$ cat src/shared/clk_seq_pkg.sv
package clk_seq_pkg;

  // Register bus geometry
  localparam int unsigned ADDR_W = 8;
  localparam int unsigned DATA_W = 32;

  // Register byte offsets
  localparam logic [7:0] OFF_PWR_CTL = 8'h00;
  localparam logic [7:0] OFF_STATUS  = 8'h04;

  // Power-management control field layout
  localparam int unsigned MULT_W   = 6;
  localparam int unsigned MULT_LSB = 0;
  localparam int unsigned DIV_LSB  = 6;
  localparam int unsigned DIV_W    = 2;
  localparam int unsigned HALV_BIT = 8;
  localparam int unsigned PWR_CTL_W = 9;

  // Status field layout
  localparam int unsigned ST_RUN_BIT  = 0;
  localparam int unsigned ST_LOCK_BIT = 1;
  localparam int unsigned ST_BOOT_LSB = 2;
  localparam int unsigned ST_CFG_LSB  = 4;

  // Values after reset
  localparam logic [DIV_W-1:0] DIV_CODE_RESET = 2'h0;
  localparam logic             HALV_RESET     = 1'h0;
  localparam logic [1:0]       STRAP_RESET    = 2'h0;

  // Start-up multiplier chosen by the ratio straps
  localparam logic [MULT_W-1:0] MULT_CFG0 = 6'h10;
  localparam logic [MULT_W-1:0] MULT_CFG1 = 6'h20;
  localparam logic [MULT_W-1:0] MULT_CFG2 = 6'h08;
  localparam logic [MULT_W-1:0] MULT_CFG3 = 6'h10;

  // Ratio output widths
  localparam int unsigned OSC_W = MULT_W + 1;
  localparam int unsigned DVAL_W = 4;
  localparam int unsigned DEN_W = DVAL_W + 1;
  localparam logic [DVAL_W-1:0] DIV_FORCED = 4'h1;

  // Lock interval in reference-clock cycles
  localparam int unsigned LOCK_CYCLES = 4096;
  localparam int unsigned LOCK_W      = 12;

  typedef enum logic [1:0] {
    ST_HOLD = 2'b00,
    ST_LOCK = 2'b01,
    ST_RUN  = 2'b11
  } seq_state_t;

endpackage

$ cat src/shared/clk_seq_if.sv
`timescale 1ns/1ps
interface clk_seq_if;
  import clk_seq_pkg::*;
  logic                     lock_start;
  logic                     lock_abort;
  logic                     lock_done;
  logic [MULT_W-1:0]        mult;
  logic [DIV_W-1:0]         div_code;
  logic                     halver;
  logic                     force_one;
  logic [OSC_W-1:0]         osc_mult;
  logic [DVAL_W-1:0]        divider;
  logic [DEN_W-1:0]         core_denom;

  modport ctrl (output lock_start, lock_abort, mult, div_code, halver,
                force_one,
                input lock_done, osc_mult, divider, core_denom);
  modport lock (input lock_start, lock_abort, output lock_done);
  modport ratio (input mult, div_code, halver, force_one,
                 output osc_mult, divider, core_denom);
endinterface

$ cat src/verilog/lock_counter.sv
`timescale 1ns/1ps
module lock_counter
  import clk_seq_pkg::*;
(
  input  wire logic clk_sys_in,
  input  wire logic reset_in,
  input  wire logic ce_in,
  clk_seq_if.lock   seq
);
  logic [LOCK_W-1:0] count;
  logic              busy;

  always_ff @(posedge clk_sys_in or posedge reset_in) begin
    if (reset_in) begin
      count <= '0;
      busy  <= 1'b0;
    end else if (ce_in) begin
      if (seq.lock_abort) begin
        busy <= 1'b0;
      end else if (seq.lock_start) begin
        count <= LOCK_W'(LOCK_CYCLES - 1);
        busy  <= 1'b1;
      end else if (busy) begin
        if (count == '0) begin
          busy <= 1'b0;
        end else begin
          count <= count - 1'b1;
        end
      end
    end
  end

  // Seen by the sequencer in the same cycle it is raised
  assign seq.lock_done = busy && (count == '0) && !seq.lock_abort;
endmodule

$ cat src/verilog/pll_ratio.sv
`timescale 1ns/1ps
module pll_ratio
  import clk_seq_pkg::*;
(
  input  wire logic clk_sys_in,
  input  wire logic reset_in,
  input  wire logic ce_in,
  clk_seq_if.ratio  seq
);
  logic [DVAL_W-1:0] next_divider;

  always_comb begin
    unique case (seq.div_code)
      2'h0: next_divider = 4'h1;
      2'h1: next_divider = 4'h2;
      2'h2: next_divider = 4'h4;
      2'h3: next_divider = 4'h8;
    endcase
    if (seq.force_one) begin
      next_divider = DIV_FORCED;
    end
  end

  always_ff @(posedge clk_sys_in or posedge reset_in) begin
    if (reset_in) begin
      seq.osc_mult   <= '0;
      seq.divider    <= DIV_FORCED;
      seq.core_denom <= {DIV_FORCED, 1'b0};
    end else if (ce_in) begin
      // oscillator is twice multiplier times input
      seq.osc_mult   <= seq.halver ? {1'b0, seq.mult} : {seq.mult, 1'b0};
      // core is oscillator over twice divider
      seq.core_denom <= {next_divider, 1'b0};
      seq.divider    <= next_divider;
    end
  end
endmodule

$ cat src/verilog/pll_clock_reset_sequencer.sv
// Overview of operation
// - After reset release wait 4096 reference cycles, then start the core.
// - Core reset drives the reset-out pin: low in reset, high after.
// - Ratio straps pick the start-up multiplier, used while reset is active.
// - Software may rewrite multiplier and divider any time after reset.
// - Oscillator is 2 x multiplier x input; core is oscillator over 2 x divider.
// - Divider is 1, 2, 4 or 8 per the programmed divider field.
// - During reset the divider is forced to 1.
// - Halver enabled halves the reference into the oscillator input.
`timescale 1ns/1ps
module pll_clock_reset_sequencer
  import clk_seq_pkg::*;
(
  input  wire logic                       clk_sys_in,
  input  wire logic                       reset_in,
  input  wire logic                       ce_in,
  input  wire logic                       ext_reset_n_in,
  input  wire logic [1:0]                 clk_cfg_in,
  input  wire logic [1:0]                 boot_cfg_in,
  input  wire logic [clk_seq_pkg::ADDR_W-1:0] addr_in,
  input  wire logic [clk_seq_pkg::DATA_W-1:0] wdata_in,
  input  wire logic                       wr_in,
  input  wire logic                       rd_in,
  output logic [clk_seq_pkg::DATA_W-1:0]  rdata_out,
  output logic                            core_reset_output_n_out,
  output logic                            core_reset_out,
  output logic [1:0]                      boot_mode_out,
  output logic [clk_seq_pkg::MULT_W-1:0]  pll_multiplier_out,
  output logic [clk_seq_pkg::DVAL_W-1:0]  pll_divider_out,
  output logic                            input_halver_enable_out,
  output logic [clk_seq_pkg::OSC_W-1:0]   osc_ratio_out,
  output logic [clk_seq_pkg::DEN_W-1:0]   core_ratio_den_out
);
  import clk_seq_pkg::*;

  clk_seq_if seq ();

  seq_state_t        state;
  seq_state_t        next_state;
  logic [1:0]        rst_pin_sync;
  logic [1:0]        cfg_meta;
  logic [1:0]        cfg_sync;
  logic [1:0]        boot_meta;
  logic [1:0]        boot_sync;
  logic [1:0]        clk_cfg_held;
  logic [MULT_W-1:0] pll_multiplier;
  logic [DIV_W-1:0]  pll_divider;
  logic              input_halver_enable;
  logic [MULT_W-1:0] strap_mult;
  logic              pin_released;
  logic              pwr_ctl_wr;

  // Pins come from outside the clock domain
  always_ff @(posedge clk_sys_in or posedge reset_in) begin
    if (reset_in) begin
      rst_pin_sync <= 2'h0;
    end else if (ce_in) begin
      rst_pin_sync <= {rst_pin_sync[0], ext_reset_n_in};
    end
  end

  always_ff @(posedge clk_sys_in or posedge reset_in) begin
    if (reset_in) begin
      cfg_meta  <= STRAP_RESET;
      cfg_sync  <= STRAP_RESET;
      boot_meta <= STRAP_RESET;
      boot_sync <= STRAP_RESET;
    end else if (ce_in) begin
      cfg_meta  <= clk_cfg_in;
      cfg_sync  <= cfg_meta;
      boot_meta <= boot_cfg_in;
      boot_sync <= boot_meta;
    end
  end

  // Only the second stage is read
  assign pin_released = rst_pin_sync[1];

  // straps tracked while reset pin is low, frozen at release
  always_ff @(posedge clk_sys_in or posedge reset_in) begin
    if (reset_in) begin
      boot_mode_out <= STRAP_RESET;
      clk_cfg_held  <= STRAP_RESET;
    end else if (ce_in && state == ST_HOLD && !pin_released) begin
      boot_mode_out <= boot_sync;
      clk_cfg_held  <= cfg_sync;
    end
  end

  always_comb begin
    unique case (cfg_sync)
      2'h0: strap_mult = MULT_CFG0;
      2'h1: strap_mult = MULT_CFG1;
      2'h2: strap_mult = MULT_CFG2;
      2'h3: strap_mult = MULT_CFG3;
    endcase
  end

  // pin low means hold, whatever state we were in
  always_comb begin
    next_state = state;
    unique case (state)
      ST_HOLD: begin
        if (pin_released) begin
          next_state = ST_LOCK;
        end
      end
      ST_LOCK: begin
        if (!pin_released) begin
          next_state = ST_HOLD;
        end else if (seq.lock_done) begin
          next_state = ST_RUN;
        end
      end
      ST_RUN: begin
        if (!pin_released) begin
          next_state = ST_HOLD;
        end
      end
      default: next_state = ST_HOLD;
    endcase
  end

  always_ff @(posedge clk_sys_in or posedge reset_in) begin
    if (reset_in) begin
      state <= ST_HOLD;
    end else if (ce_in) begin
      state <= next_state;
    end
  end

  assign seq.lock_start = (state == ST_HOLD) && pin_released;
  assign seq.lock_abort = !pin_released;

  lock_counter u_lock (
    .clk_sys_in (clk_sys_in),
    .reset_in   (reset_in),
    .ce_in      (ce_in),
    .seq        (seq)
  );

  always_ff @(posedge clk_sys_in or posedge reset_in) begin
    if (reset_in) begin
      core_reset_output_n_out <= 1'b0;
      core_reset_out          <= 1'b1;
    end else if (ce_in) begin
      core_reset_output_n_out <= (next_state == ST_RUN);
      core_reset_out          <= (next_state != ST_RUN);
    end
  end

  // writes count only once the core runs
  assign pwr_ctl_wr = wr_in && (addr_in == OFF_PWR_CTL) && (state == ST_RUN);

  always_ff @(posedge clk_sys_in or posedge reset_in) begin
    if (reset_in) begin
      pll_multiplier      <= MULT_CFG0;
      pll_divider         <= DIV_CODE_RESET;
      input_halver_enable <= HALV_RESET;
    end else if (ce_in) begin
      if (state != ST_RUN) begin
        pll_multiplier      <= strap_mult;
        pll_divider         <= DIV_CODE_RESET;
        input_halver_enable <= HALV_RESET;
      end else if (pwr_ctl_wr) begin
        pll_multiplier      <= wdata_in[MULT_LSB +: MULT_W];
        pll_divider         <= wdata_in[DIV_LSB +: DIV_W];
        input_halver_enable <= wdata_in[HALV_BIT];
      end
    end
  end

  // no clamp; an illegal product is software's to avoid
  assign seq.mult      = pll_multiplier;
  assign seq.div_code  = pll_divider;
  assign seq.halver    = input_halver_enable;
  // divider forced while core in reset
  assign seq.force_one = (state != ST_RUN);

  pll_ratio u_ratio (
    .clk_sys_in (clk_sys_in),
    .reset_in   (reset_in),
    .ce_in      (ce_in),
    .seq        (seq)
  );

  assign pll_divider_out    = seq.divider;
  assign osc_ratio_out      = seq.osc_mult;
  assign core_ratio_den_out = seq.core_denom;

  always_ff @(posedge clk_sys_in or posedge reset_in) begin
    if (reset_in) begin
      pll_multiplier_out      <= MULT_CFG0;
      input_halver_enable_out <= HALV_RESET;
    end else if (ce_in) begin
      pll_multiplier_out      <= pll_multiplier;
      input_halver_enable_out <= input_halver_enable;
    end
  end

  // Read data stands the cycle after the strobe, zero otherwise
  always_ff @(posedge clk_sys_in or posedge reset_in) begin
    if (reset_in) begin
      rdata_out <= '0;
    end else if (ce_in) begin
      rdata_out <= '0;
      if (rd_in && addr_in == OFF_PWR_CTL) begin
        rdata_out[PWR_CTL_W-1:0] <= {input_halver_enable, pll_divider,
                                   pll_multiplier};
      end else if (rd_in && addr_in == OFF_STATUS) begin
        rdata_out[ST_RUN_BIT]         <= (state == ST_RUN);
        rdata_out[ST_LOCK_BIT]        <= (state == ST_LOCK);
        rdata_out[ST_BOOT_LSB +: 2]   <= boot_mode_out;
        rdata_out[ST_CFG_LSB +: 2]    <= clk_cfg_held;
      end
    end
  end

  // Helper: cycles spent in the lock state
  logic [LOCK_W:0] lock_len;
  always_ff @(posedge clk_sys_in or posedge reset_in) begin
    if (reset_in) begin
      lock_len <= '0;
    end else if (ce_in) begin
      lock_len <= (state == ST_LOCK) ? lock_len + 1'b1 : '0;
    end
  end
endmodule

$ cat config.mk
export PLATFORM = sky130hd
export DESIGN_NAME = pll_clock_reset_sequencer
export DESIGN_NICKNAME = d
export VERILOG_FILES = /design/src/shared/clk_seq_pkg.sv /design/src/shared/clk_seq_if.sv /design/src/verilog/lock_counter.sv /design/src/verilog/pll_ratio.sv /design/src/verilog/pll_clock_reset_sequencer.sv
export SDC_FILE = /design/constraint.sdc
export NUM_CORES = 1
export LEC_CHECK = 0
export ABC_AREA = 1
export BUFFER_PORTS_ARGS = -buffer_cell sky130_fd_sc_hd__buf_2
export CAP_MARGIN = 15
export CORE_MARGIN = 3
export CORE_UTILIZATION = 53
export CTS_BUF_LIST = sky130_fd_sc_hd__clkbuf_8
export DETAILED_ROUTE_END_ITERATION = 16
export PLACE_DENSITY = 0.87
export RECOVER_POWER = 100
export SKIP_CTS_REPAIR_TIMING = 1
export SLEW_MARGIN = 20
export SYNTH_ARGS = -nofsm -noshare
export SYNTH_HDL_FRONTEND = slang
export SYNTH_SLANG_ARGS = --single-unit
$ cat constraint.sdc
create_clock -name clk_sys_in -period 2.9 [get_ports clk_sys_in]
set_input_delay 0.87 -clock clk_sys_in [delete_from_list [all_inputs] [get_ports clk_sys_in]]
set_output_delay 0.87 -clock clk_sys_in [all_outputs]
set_load 0.01 [all_outputs]
### Yosys cells after proc, flatten, opt, wreduce, memory -nomap -nowiden

Cells that the tools add are included.

| storage, ports and cells | value |
|---|---|
| flip-flop bits (word level) | 67 |
| input bits | 50 |
| output and inout bits | 59 |

| cells by class | value |
|---|---|
| add/subtract/negate cells | 1 |
| equality and inequality tests | 13 |
| mux-type cells | 25 |
| reductions and logical operators | 20 |

Operators with widths:

| kind | number |
|---|---|
| two-way mux 12 bit | 3 |
| two-way mux 6 bit | 4 |
| case mux 6 bit (3 select lines) | 1 |
| case mux 4 bit (4 select lines) | 1 |
| == test 2 bit, second input constant | 6 |
| zero test 12 bit | 1 |
| two-way mux 2 bit | 6 |
| subtractor 12 x 1 -> 12 bit, second input constant | 1 |
| logical AND 1 bit | 9 |
| == test 8 x 3 -> 1 bit, second input constant | 1 |
| zero test 8 bit | 1 |
| two-way mux 7 bit | 1 |
| == test 2 x 1 -> 1 bit, second input constant | 3 |
| zero test 2 bit | 3 |
| two-way mux 1 bit | 6 |
| inequality test 2 bit, second input constant | 3 |
| case mux 2 bit (3 select lines) | 1 |
| two-way mux 4 bit | 1 |
| AND reduction 4 bit | 1 |
| nonzero test 2 bit | 2 |
| two-way mux 3 bit | 1 |
| AND reduction 2 bit | 1 |
| OR reduction 2 bit | 1 |
| zero test 1 bit | 1 |

### Logic depth before layout (Yosys ltp)

Gate-level depths: netlist of run 1.

| logic depth | value |
|---|---|
| depth after elaboration | 7 |
| mapped depth | 10 |
| gate-level depth less buffers | 9 |

### Hierarchy

Synthesis of run 1 repeated with hierarchy kept, for this count alone.

| second synthesis, totals | value |
|---|---|
| cell total of the unflattened synthesis | 470 |
| area, all modules | 3,601.0 µm² |

By module, submodules not included:

| module | times used | cells each | area an instance (µm²) |
|---|---|---|---|
| pll_clock_reset_sequencer | 1 | 268 | 2,148.3 |
| lock_counter | 1 | 126 | 884.6 |
| pll_ratio | 1 | 76 | 568.0 |

### Least setup slack after synthesis of run 1

OpenSTA, ideal clock, no wires.

| timing | value |
|---|---|
| kind | input -> register |
| start | input port addr_in[5] in the netlist's numbering |
| end | register input_halver_enable |
| setup time | 117 ps |
| arrival | 1,587 ps |
| setup slack | 1,196 ps |
| stages | 8 |
| buffers on the path | 0 |
| path through | nor2_1 > nand2_1 > nor2_4 > nand2_2 > nand2_4 > nand2_4 > nand2_1 > nand2_1 |

| on the way | value |
|---|---|
| cells in the longest elaborated chain, start to end | 5 |

RTL lines:

| item | RTL line | text |
|---|---|---|
| start: declaration | pll_clock_reset_sequencer.sv:20 | `input wire logic [clk_seq_pkg::ADDR_W-1:0] addr_in,` |
| zero test 8 bit | pll_clock_reset_sequencer.sv:153 | `assign pwr_ctl_wr = wr_in && (addr_in == OFF_PWR_CTL) && (state == ST_RUN);` |
| logical AND 1 bit (2 in series) | pll_clock_reset_sequencer.sv:153 |  |
| nonzero test 2 bit (no line) | -- |  |
| AND reduction 2 bit (no line) | -- |  |
| end signal: assignment | pll_clock_reset_sequencer.sv:168 | `input_halver_enable <= wdata_in[HALV_BIT];` |
| end: declaration | pll_clock_reset_sequencer.sv:48 | `logic input_halver_enable;` |

No other way between the ends.
A chain may end at the register's enable or synchronous reset.

### Final worst setup path of run 1

| timing | value |
|---|---|
| start | input port ce_in |
| end | register u_ratio.seq.osc_mult[0] |

RTL lines:

| item | RTL line | text |
|---|---|---|
| start: declaration | pll_clock_reset_sequencer.sv:16 | `input wire logic ce_in,` |
| end signal: assignment | pll_ratio.sv:31 | `seq.osc_mult <= seq.halver ? {1'b0, seq.mult} : {seq.mult, 1'b0};` |
| end: declaration | clk_seq_if.sv:20 | `output osc_mult, divider, core_denom);` |

No word-level cell between the ends.

==> results.md, run 1 <==
- Setup violations remaining at the end of the flow were counted as 0.
- The path type of the worst min-delay path is reg2reg.
- Yosys instantiated no cell more often than sky130_fd_sc_hd__nand2_1.
- The analysis attributes to net switching a power of 0.965 mW.
- The share of the Yosys chip area taken by registers is 47.6%.
- The number of diodes is 0.
- The power density normalized to cell area is 697 nW/um^2.
- The checks that failed: max-capacitance violations, max-slew violations.
- The run finished, with violations left.
- After clock tree synthesis, the clock-pin slew on the worst setup and hold paths is 80 ps.
- For this run, the number of standard cells in the final layout without fillers is 576.
- STA classifies the critical path startpoint as an input pin.
- In the synthesized netlist, the number of instances is 438.
- The critical path class is in2reg.
- The fraction of the cycle the final worst path needs is 79.1%.
- The number of optimization iterations in the first detailed-route pass is 5.
- The fraction of registers with async set/reset is 100%.
- The via count of the first global-routing pass was 2725.
- The worst setup path startpoint is ce_in.
- The routed layout has 2905 vias.
- The die covers 7670 um^2.
- The total number of clock tree sinks is 67.
- Across the VDD grid, the largest voltage drop is 0.453 mV.
- The H-tree level count is 3.
- The clock passes through at most 2 buffers.
- The synthesized design devotes to its leading area cell type 44.7% of total area.
- In this run the critical register-to-register path is launched from state[1]$_DFFE_PP0P_.
- The starting density of the core is 55.3%.
- Global routing used 19.8% of the available tracks.
- In this run, flip-flops and latches consume 44.5% of the power.
- The worst setup timing slack at the placement stage is 665 ps.
- The number of enable flip-flop cells after synthesis is 0.
- The maximum clock skew at final layout is 7.51 ps.
- The cell leakage power is 2.04 nW.
- Across the run, the number of max-cap violations was 1.
- Counting cells, the worst reg-to-reg path comes to 6.
- The post-synthesis register bit count is 67.
- From bottom edge to top edge, the die measures 87.6 um.
- Compared with the post-synthesis result, the final layout area differs by 9.25%.
- For the final routed database, the setup TNS stands at 0 ps.
- The highest clock frequency the design can meet is 0.436 GHz.
- The warning count from the yosys run is 0.
- The remaining design rule violation count is 0.
- The region available for standard cell placement spans 6390 um^2.
- The most used flip-flop cell after synthesis is sky130_fd_sc_hd__dfrtp_1.
- The mean instance size in the synthesized netlist is 8.06 um^2.
- The sum of overflow across all layers after global routing is 0.
- The number of buffers created by CTS is 9.
- The setup check on the worst reg-to-reg path leaves a slack of 1260 ps.
- The wire length per cell is 12.5 um.
- The detailed router's first-iteration violation count is 184.
- In this run switching power makes up 35.9% of total power.
- Combinational logic is responsible for 25.0% of the overall power.
- The die is 87.6 um wide.
- The smallest hold slack is 478 ps.
- The number of antenna violations at the first check in global routing is 0.
- 109 I/O pins were placed.
- Once detailed placement completed, the half-perimeter wirelength came to 5130 um.
- In this run the cell area of the synthesized design comes to 3530 um^2.
- The number of rows created at floorplan is 29.
- For this run, the post-layout net count is 548.
- Yosys attributes the largest share of cell area to sky130_fd_sc_hd__dfrtp_1 (45%), sky130_fd_sc_hd__nand2_1 (18%), sky130_fd_sc_hd__buf_4 (6.4%).
- Setup repair after global routing left no endpoint under its margin.
- The worst register-to-register path ends at pll_multiplier[1]$_DFFE_PP0P_.
- In this run the tightest slew margin relative to its limit is -7.22%.
- Of all cell types, the one taking the most synthesized area is sky130_fd_sc_hd__dfrtp_1.
- The transition time at the pin with the least slew margin is 1610 ps.
- The fraction of final layout cells sized beyond drive strength 1 is 15.0%.
- The count of nets left with antenna violations once routing finished came out at 0.
- Once routing completed, OpenROAD measured the worst setup slack at 606 ps.
- The routed via count divided by cell count is 5.04.
- The commonest cells after synthesis are sky130_fd_sc_hd__nand2_1 (165), sky130_fd_sc_hd__dfrtp_1 (63), sky130_fd_sc_hd__nand3_1 (35).
- The routed design could run at a clock period as short as 2290 ps.
- The top fanout value on the critical path is 24.
- The weighted congestion at the end of routability-driven global placement is 0.829.
- The number of hold-slack violations in the final timing report was 0.
- The design internal power is 1.72 mW.
- The later pin in the worst-skew pair is clocked with a latency of 350 ps.
- The proportion of power drawn by the clock network is 30.5%.
- The count of unique library cells instantiated by Yosys is 31.
- The largest net degree at the start of global routing is 68.
- The total length of routed wires is 7220 um.
- Total power for the finished layout comes to 2.69 mW.
- The nature of the critical path endpoint is a register.
- The first-pass GRT wire length is 12000 um.
- The end of the critical path is u_ratio.seq.osc_mult[0]$_DFFE_PP0P_.
- The count of buffers added on input and output ports is 61.
- The max-slew violation count was 68.
- After detailed placement, the design holds a cell count of 560.
- The endpoint required time on the critical path is 3090 ps.
- TritonCTS built the clock tree.
- The cell at the root of the clock tree is sky130_fd_sc_hd__clkbuf_8.
- The data arrival time of the critical path is 2490 ps.
metrics by stage:
stage | util, % | area, um^2
floorplan | - | 3620
global placement | 58.9 | 3760
detailed placement | 58.9 | 3760
CTS | 62.1 | 3970
global route | 60.4 | 3860
finish | 60.4 | 3860
critical path, cell delays in order:
cell	delay, ps
sky130_fd_sc_hd__buf_2	220
sky130_fd_sc_hd__inv_1	390
sky130_fd_sc_hd__clkbuf_1	780
sky130_fd_sc_hd__o21ai_0	210
registers in the layout, summed over array words and instances, names as in the netlist:
name                     count
boot_mode_out                2
cfg_meta                     2
input_halver_enable          1
cfg_sync                     2
pll_divider                  2
u_ratio.seq.core_denom       4
u_ratio.seq.osc_mult         7
core_reset_out               1
rdata_out                    9
input_halver_enable_out      1
pll_multiplier               6
u_lock.count                12
boot_meta                    2
core_reset_output_n_out      1
state                        2
pll_multiplier_out           6
boot_sync                    2
rst_pin_sync                 2
clk_cfg_held                 2
u_lock.busy                  1
cell usage in the layout, fill, tap and decap left out, drive strengths merged:
| master | synthesis | final |
|---|---|---|
| nand2 | 183 | 183 |
| dfrtp | 63 | 63 |
| clkbuf | 3 | 44 |
| nand3 | 37 | 37 |
| o21ai | 33 | 33 |
| inv | 28 | 31 |
| buf | 39 | 29 |
| nor2 | 28 | 28 |
| conb | 1 | 24 |
| nand3b | 8 | 8 |
| ha | 4 | 4 |
| dfstp | 4 | 4 |
| clkinv | 1 | 2 |
| clkinvlp | 0 | 2 |
| o211ai | 1 | 1 |
| nor3 | 1 | 1 |
| nand4 | 1 | 1 |
| o31ai | 1 | 1 |
| o211a | 1 | 1 |
| or2 | 1 | 1 |
| bufinv | 0 | 1 |
layer usage:
layer,GRT usage (%),routed length (um)
met5,0,0
met4,9.21,107
met2,31.0,3500
met3,3.39,461
met1,26.8,3160
layout make-up:
| cell class | count | area [um^2] |
|---|---|---|
| fill | 594 | 2530 |
| tap | 77 | 96.3 |
| sequential | 67 | 1680 |
| timing repair buffer | 64 | 280 |
| clock buffer | 9 | 124 |
| inverter | 29 | 114 |
| clock inverter | 7 | 85.1 |
| multi-input combinational | 323 | 1480 |
power by group through the flow:
| stage | sequential (mW) | clock [mW] | combinational (mW) |
|---|---|---|---|
| 2_1_floorplan | 1.19 | 0 | 0.587 |
| 3_3_place_gp | 1.20 | 0 | 0.668 |
| 3_5_place_dp | 1.21 | 0 | 0.703 |
| 4_1_cts | 1.19 | 0.834 | 0.711 |
| 5_1_grt | 1.21 | 0.876 | 0.774 |
| 6_report | 1.20 | 0.818 | 0.672 |
kinds of logic (layout without fill, tap and decap cells):
| kind of cell | Yosys count | count (layout) | share of synthesized area [%] |
|---|---|---|---|
| AO/OA/AOI/OAI | 36 | 36 | 6.24 |
| adder cells (fa/ha/maj) | 4 | 4 | 1.42 |
| buffers and inverters | 71 | 109 | 11.5 |
| flip-flops | 67 | 67 | 47.6 |
| other | 1 | 24 | 0.106 |
| AND/OR/NAND/NOR | 259 | 259 | 33.1 |
worst min-delay path by stage:
stage                                                 start                           endpoint  slack, ps  cells after the start
after detailed placement  pll_multiplier_out[2]$_DFFE_PP0P_  pll_multiplier_out[2]$_DFFE_PP0P_        450                      2
after global routing                cfg_meta[0]$_DFFE_PP0P_            cfg_meta[0]$_DFFE_PP0P_        490                      2
after floorplan                    boot_meta[0]$_DFFE_PP0P_           boot_meta[0]$_DFFE_PP0P_        440                      2
after CTS                 pll_multiplier_out[4]$_DFFE_PP1P_  pll_multiplier_out[4]$_DFFE_PP1P_        470                      2
after global placement    pll_multiplier_out[3]$_DFFE_PP0P_  pll_multiplier_out[3]$_DFFE_PP0P_        450                      2
final                     pll_multiplier_out[3]$_DFFE_PP0P_  pll_multiplier_out[3]$_DFFE_PP0P_        480                      2
Power figures use the tool's default switching activity.
==> run 2, diff against run 1 <==
--- a/config.mk
+++ b/config.mk
@@ -9,10 +9,10 @@
 export BUFFER_PORTS_ARGS = -buffer_cell sky130_fd_sc_hd__buf_2
 export CAP_MARGIN = 15
 export CORE_MARGIN = 3
-export CORE_UTILIZATION = 53
+export CORE_UTILIZATION = 48
 export CTS_BUF_LIST = sky130_fd_sc_hd__clkbuf_8
 export DETAILED_ROUTE_END_ITERATION = 16
-export PLACE_DENSITY = 0.87
+export PLACE_DENSITY = 0.84
 export RECOVER_POWER = 100
 export SKIP_CTS_REPAIR_TIMING = 1
 export SLEW_MARGIN = 20
==> constraint.sdc (replaced) <==
create_clock -name clk_sys_in -period 1.9 [get_ports clk_sys_in]
set_input_delay 0.57 -clock clk_sys_in [delete_from_list [all_inputs] [get_ports clk_sys_in]]
set_output_delay 0.57 -clock clk_sys_in [all_outputs]
set_load 0.01 [all_outputs]
==> run 2 against run 1 <==
Count of clock-buffer cells in the layout rose by 2. The flow now finishes without violations. Die area grew 9.7%. Sequential cell count stayed put. Largest power group unchanged. Combinational power grew 50%.
==> results.md, run 2 (synthesis results as in run 1) <==
- The flow ran to the end, and the final reports show no timing, DRC or antenna violations.
- The sum of overflow across all layers after global routing came to 0 (unchanged).
- The nature of the critical path endpoint is a register.
- The most numerous cell on the critical path is sky130_fd_sc_hd__nand2_1.
- The overall routing resource usage is 17.9% (-1.9 points).
- The via count of the first global-routing pass is 2672 (-1.9%).
- The quantity of I/O buffers inserted on ports was 61 (unchanged).
- The setup path with the least slack is of type in2reg.
- The cell leakage power is 2.04 nW (-0.17%).
- The number of optimization iterations in the first detailed-route pass is 5 (unchanged).
- Of the available clock period, the critical path in the final layout requires 92.1%.
- The maximum vdd ir drop is 0.432 mV (-4.8%).
- The total number of clock tree sinks came to 67 (unchanged).
- The number of hold-slack violations in the final timing report is 0 (unchanged).
- The via count was 2844 (-2.1%).
- The footprint of the flip-flops and latches was 1680 um^2 (unchanged).
- The power density normalized to cell area came to 1000 nW/um^2 (+44%).
- The post-route worst setup slack was 151 ps (-455 ps).
- The cell at the root of the clock tree is sky130_fd_sc_hd__clkbuf_8.
- The starting density of the core came to 50.8% (-4.4 points).
- The H-tree level count is 3 (unchanged).
- The number of max-cap violations is 0 (-1).
- The transition time at the pin with the least slew margin is 1350 ps (-263 ps).
- The routed via count divided by cell count was 4.75 (-5.9%).
- The endpoint required time on the critical path is 2140 ps (-950 ps).
- The number of filler cells placed in the layout came to 659 (+11%).
- The library cells used most frequently in the layout, excluding fill and tap cells, are sky130_fd_sc_hd__nand2_1 (177), sky130_fd_sc_hd__dfrtp_1 (63), sky130_fd_sc_hd__clkbuf_1 (37).
- On the critical path, the stage with the largest delay is an instance of sky130_fd_sc_hd__nor2_1.
- The core area came to 6940 um^2 (+8.7%).
- Setup repair after global routing left no endpoint under its margin.
- The path type of the worst min-delay path is in2reg.
- Timing would allow up to 0.572 GHz.
- The detailed router's first-iteration violation count is 174 (-5.4%).
- The largest net degree at the start of global routing is 43 (-37%).
- The horizontal die dimension is 91.8 um (+4.7%).
- The top fanout value on the critical path is 10 (-58%).
- The worst slew slack as a fraction of its limit is 10.3% (+18 points).
- The worst setup timing slack at the placement stage is 70.0 ps (-595 ps).
- The clock transition time at the flip-flop clock pins of the worst setup and hold paths is 70 ps (about the same).
- The number of endpoints failing setup at the final stage is 0 (unchanged).
- The data arrival time of the critical path is 1990 ps (-500 ps).
- The number of antenna violations at the first check in global routing is 0 (unchanged).
- The flip-flop count of the largest register after layout was 12 (unchanged).
- The library cell used most frequently in the layout, excluding fill and tap cells, is sky130_fd_sc_hd__nand2_1.
- The number of rows created at floorplan is 30 (+3.4%).
- The post-DP HPWL is 5390 um (+5.0%).
- The largest stage delay on the critical path is 460 ps (-320 ps).
- The post-route setup TNS is 0 ps (unchanged).
- The critical path goes through buf_2, nor2_1, nand2_1, nor2_1, nand2_2, nand2_4, nand2_4, nand2_1, nand2_1.
- The post-layout net count is 552 (+0.73%).
- The wire length per cell is 12.3 um (-1.7%).
- The area of the multi-input gates is 1490 um^2 (+1.0%).
- The chip height is 91.8 um (+4.7%).
- The largest registers in the layout are u_lock.count x12, rdata_out x9, u_ratio.seq.osc_mult x7.
- The maximum clock skew at final layout is 5.91 ps (-1.61 ps).
- Relative to the synthesized area, the layout overhead comes to 10.0%.
- The I/O pin total is 109 (unchanged).
- The final instance area was 3880 um^2 (+0.71%).
- The number of buffers created by CTS came to 9 (unchanged).
- The first-pass GRT wire length is 12100 um (+0.81%).
- The remaining design rule violation count is 0 (unchanged).
- The placed standard-cell area was 3800 um^2 (+1.2%).
- The worst-case register-to-register setup slack is 290 ps (-970 ps).
- The CTS tree is done.
- The post-route minimum period is 1750 ps.
- The fraction of final layout cells sized beyond drive strength 1 was 15.5% (+0.48 points).
- The buffer levels on the longest clock path is 2 (unchanged).
- The power consumption is 3.90 mW (+45%).
- The utilization after layout is 55.9% (-4.5 points).
- The remaining antenna violation count came to 0 (unchanged).
- The number of diodes is 0 (unchanged).
- The worst setup path is launched from an input pin.
- The total length of routed wires was 7380 um (+2.2%).
- The die footprint is 8420 um^2 (+9.7%).
- The weighted congestion at the end of routability-driven global placement was 0.800 (-3.5%).
- The max-slew violation count is 0 (-100%).
- The later-pin clock latency in the skew report is 350 ps (about the same).
- The largest register by flop count is u_lock.count.
[run 2: cell count changes in the layout (fill, tap and decap cells not counted), moves of 2 or more]
cell / previous run / this run
sky130_fd_sc_hd__clkbuf_1: 34 / 37
sky130_fd_sc_hd__clkbuf_8: 9 / 11
sky130_fd_sc_hd__clkbuf_2: 1 / 4
sky130_fd_sc_hd__inv_8: 2 / 0
sky130_fd_sc_hd__buf_2: 28 / 26
sky130_fd_sc_hd__nand2_4: 3 / 5
sky130_fd_sc_hd__clkinv_2: 0 / 2
[run 2: layout make-up]
cell class | instances | share of cell area (%)
Sequential cell | 67 | 43.3
Multi-Input combinational cell | 323 | 38.4
Timing Repair Buffer | 68 | 7.64
Clock buffer | 11 | 3.90
Tap cell | 96 | 3.09
Inverter | 29 | 2.96
Clock inverter | 5 | 0.741
[run 2: metal layers]
metal	track usage [%]	up-vias	wire length, um
met5	0	-	0
met3	6.23	4	472
met1	22.9	1316	3260
met2	28.7	83	3600
met4	5.07	0	51
li1	-	1441	-
[run 2: critical path, delay by kind of cell]
kind / cells / cell delay [ps]
buffers and inverters: 1 / 100
and+or+nand+nor: 8 / 1310
[run 2: path summary, 6_finish.rpt]
kind	from	end	depth (start not counted)
max	addr_in[1]	input_halver_enable$_DFFE_PP0P_	9
min	clk_cfg_in[0]	cfg_meta[0]$_DFFE_PP0P_	3
max reg2reg	u_lock.count[0]$_DFFE_PP0P_	u_lock.count[10]$_DFFE_PP0P_	9
min reg2reg	pll_multiplier_out[4]$_DFFE_PP1P_	pll_multiplier_out[4]$_DFFE_PP1P_	2
max in group asynchronous	reset_in	u_lock.count[5]$_DFFE_PP0P_	3
min in group asynchronous	reset_in	boot_mode_out[1]$_DFFE_PP0P_	3
[run 2: through the flow]
step	hold slack, ps	cells
floorplan	442	461
global placement	452	583
detailed placement	453	583
CTS	313	599
global route	428	599
finish	421	599
[run 2: report_power, final]
| part | switching [mW] | total, mW | leakage (nW) | internal (mW) |
|---|---|---|---|---|
| clock network | 0.533 | 1.07 | 0.0925 | 0.535 |
| logic | 0.645 | 1.01 | 1.07 | 0.362 |
| registers | 0.187 | 1.82 | 0.871 | 1.64 |
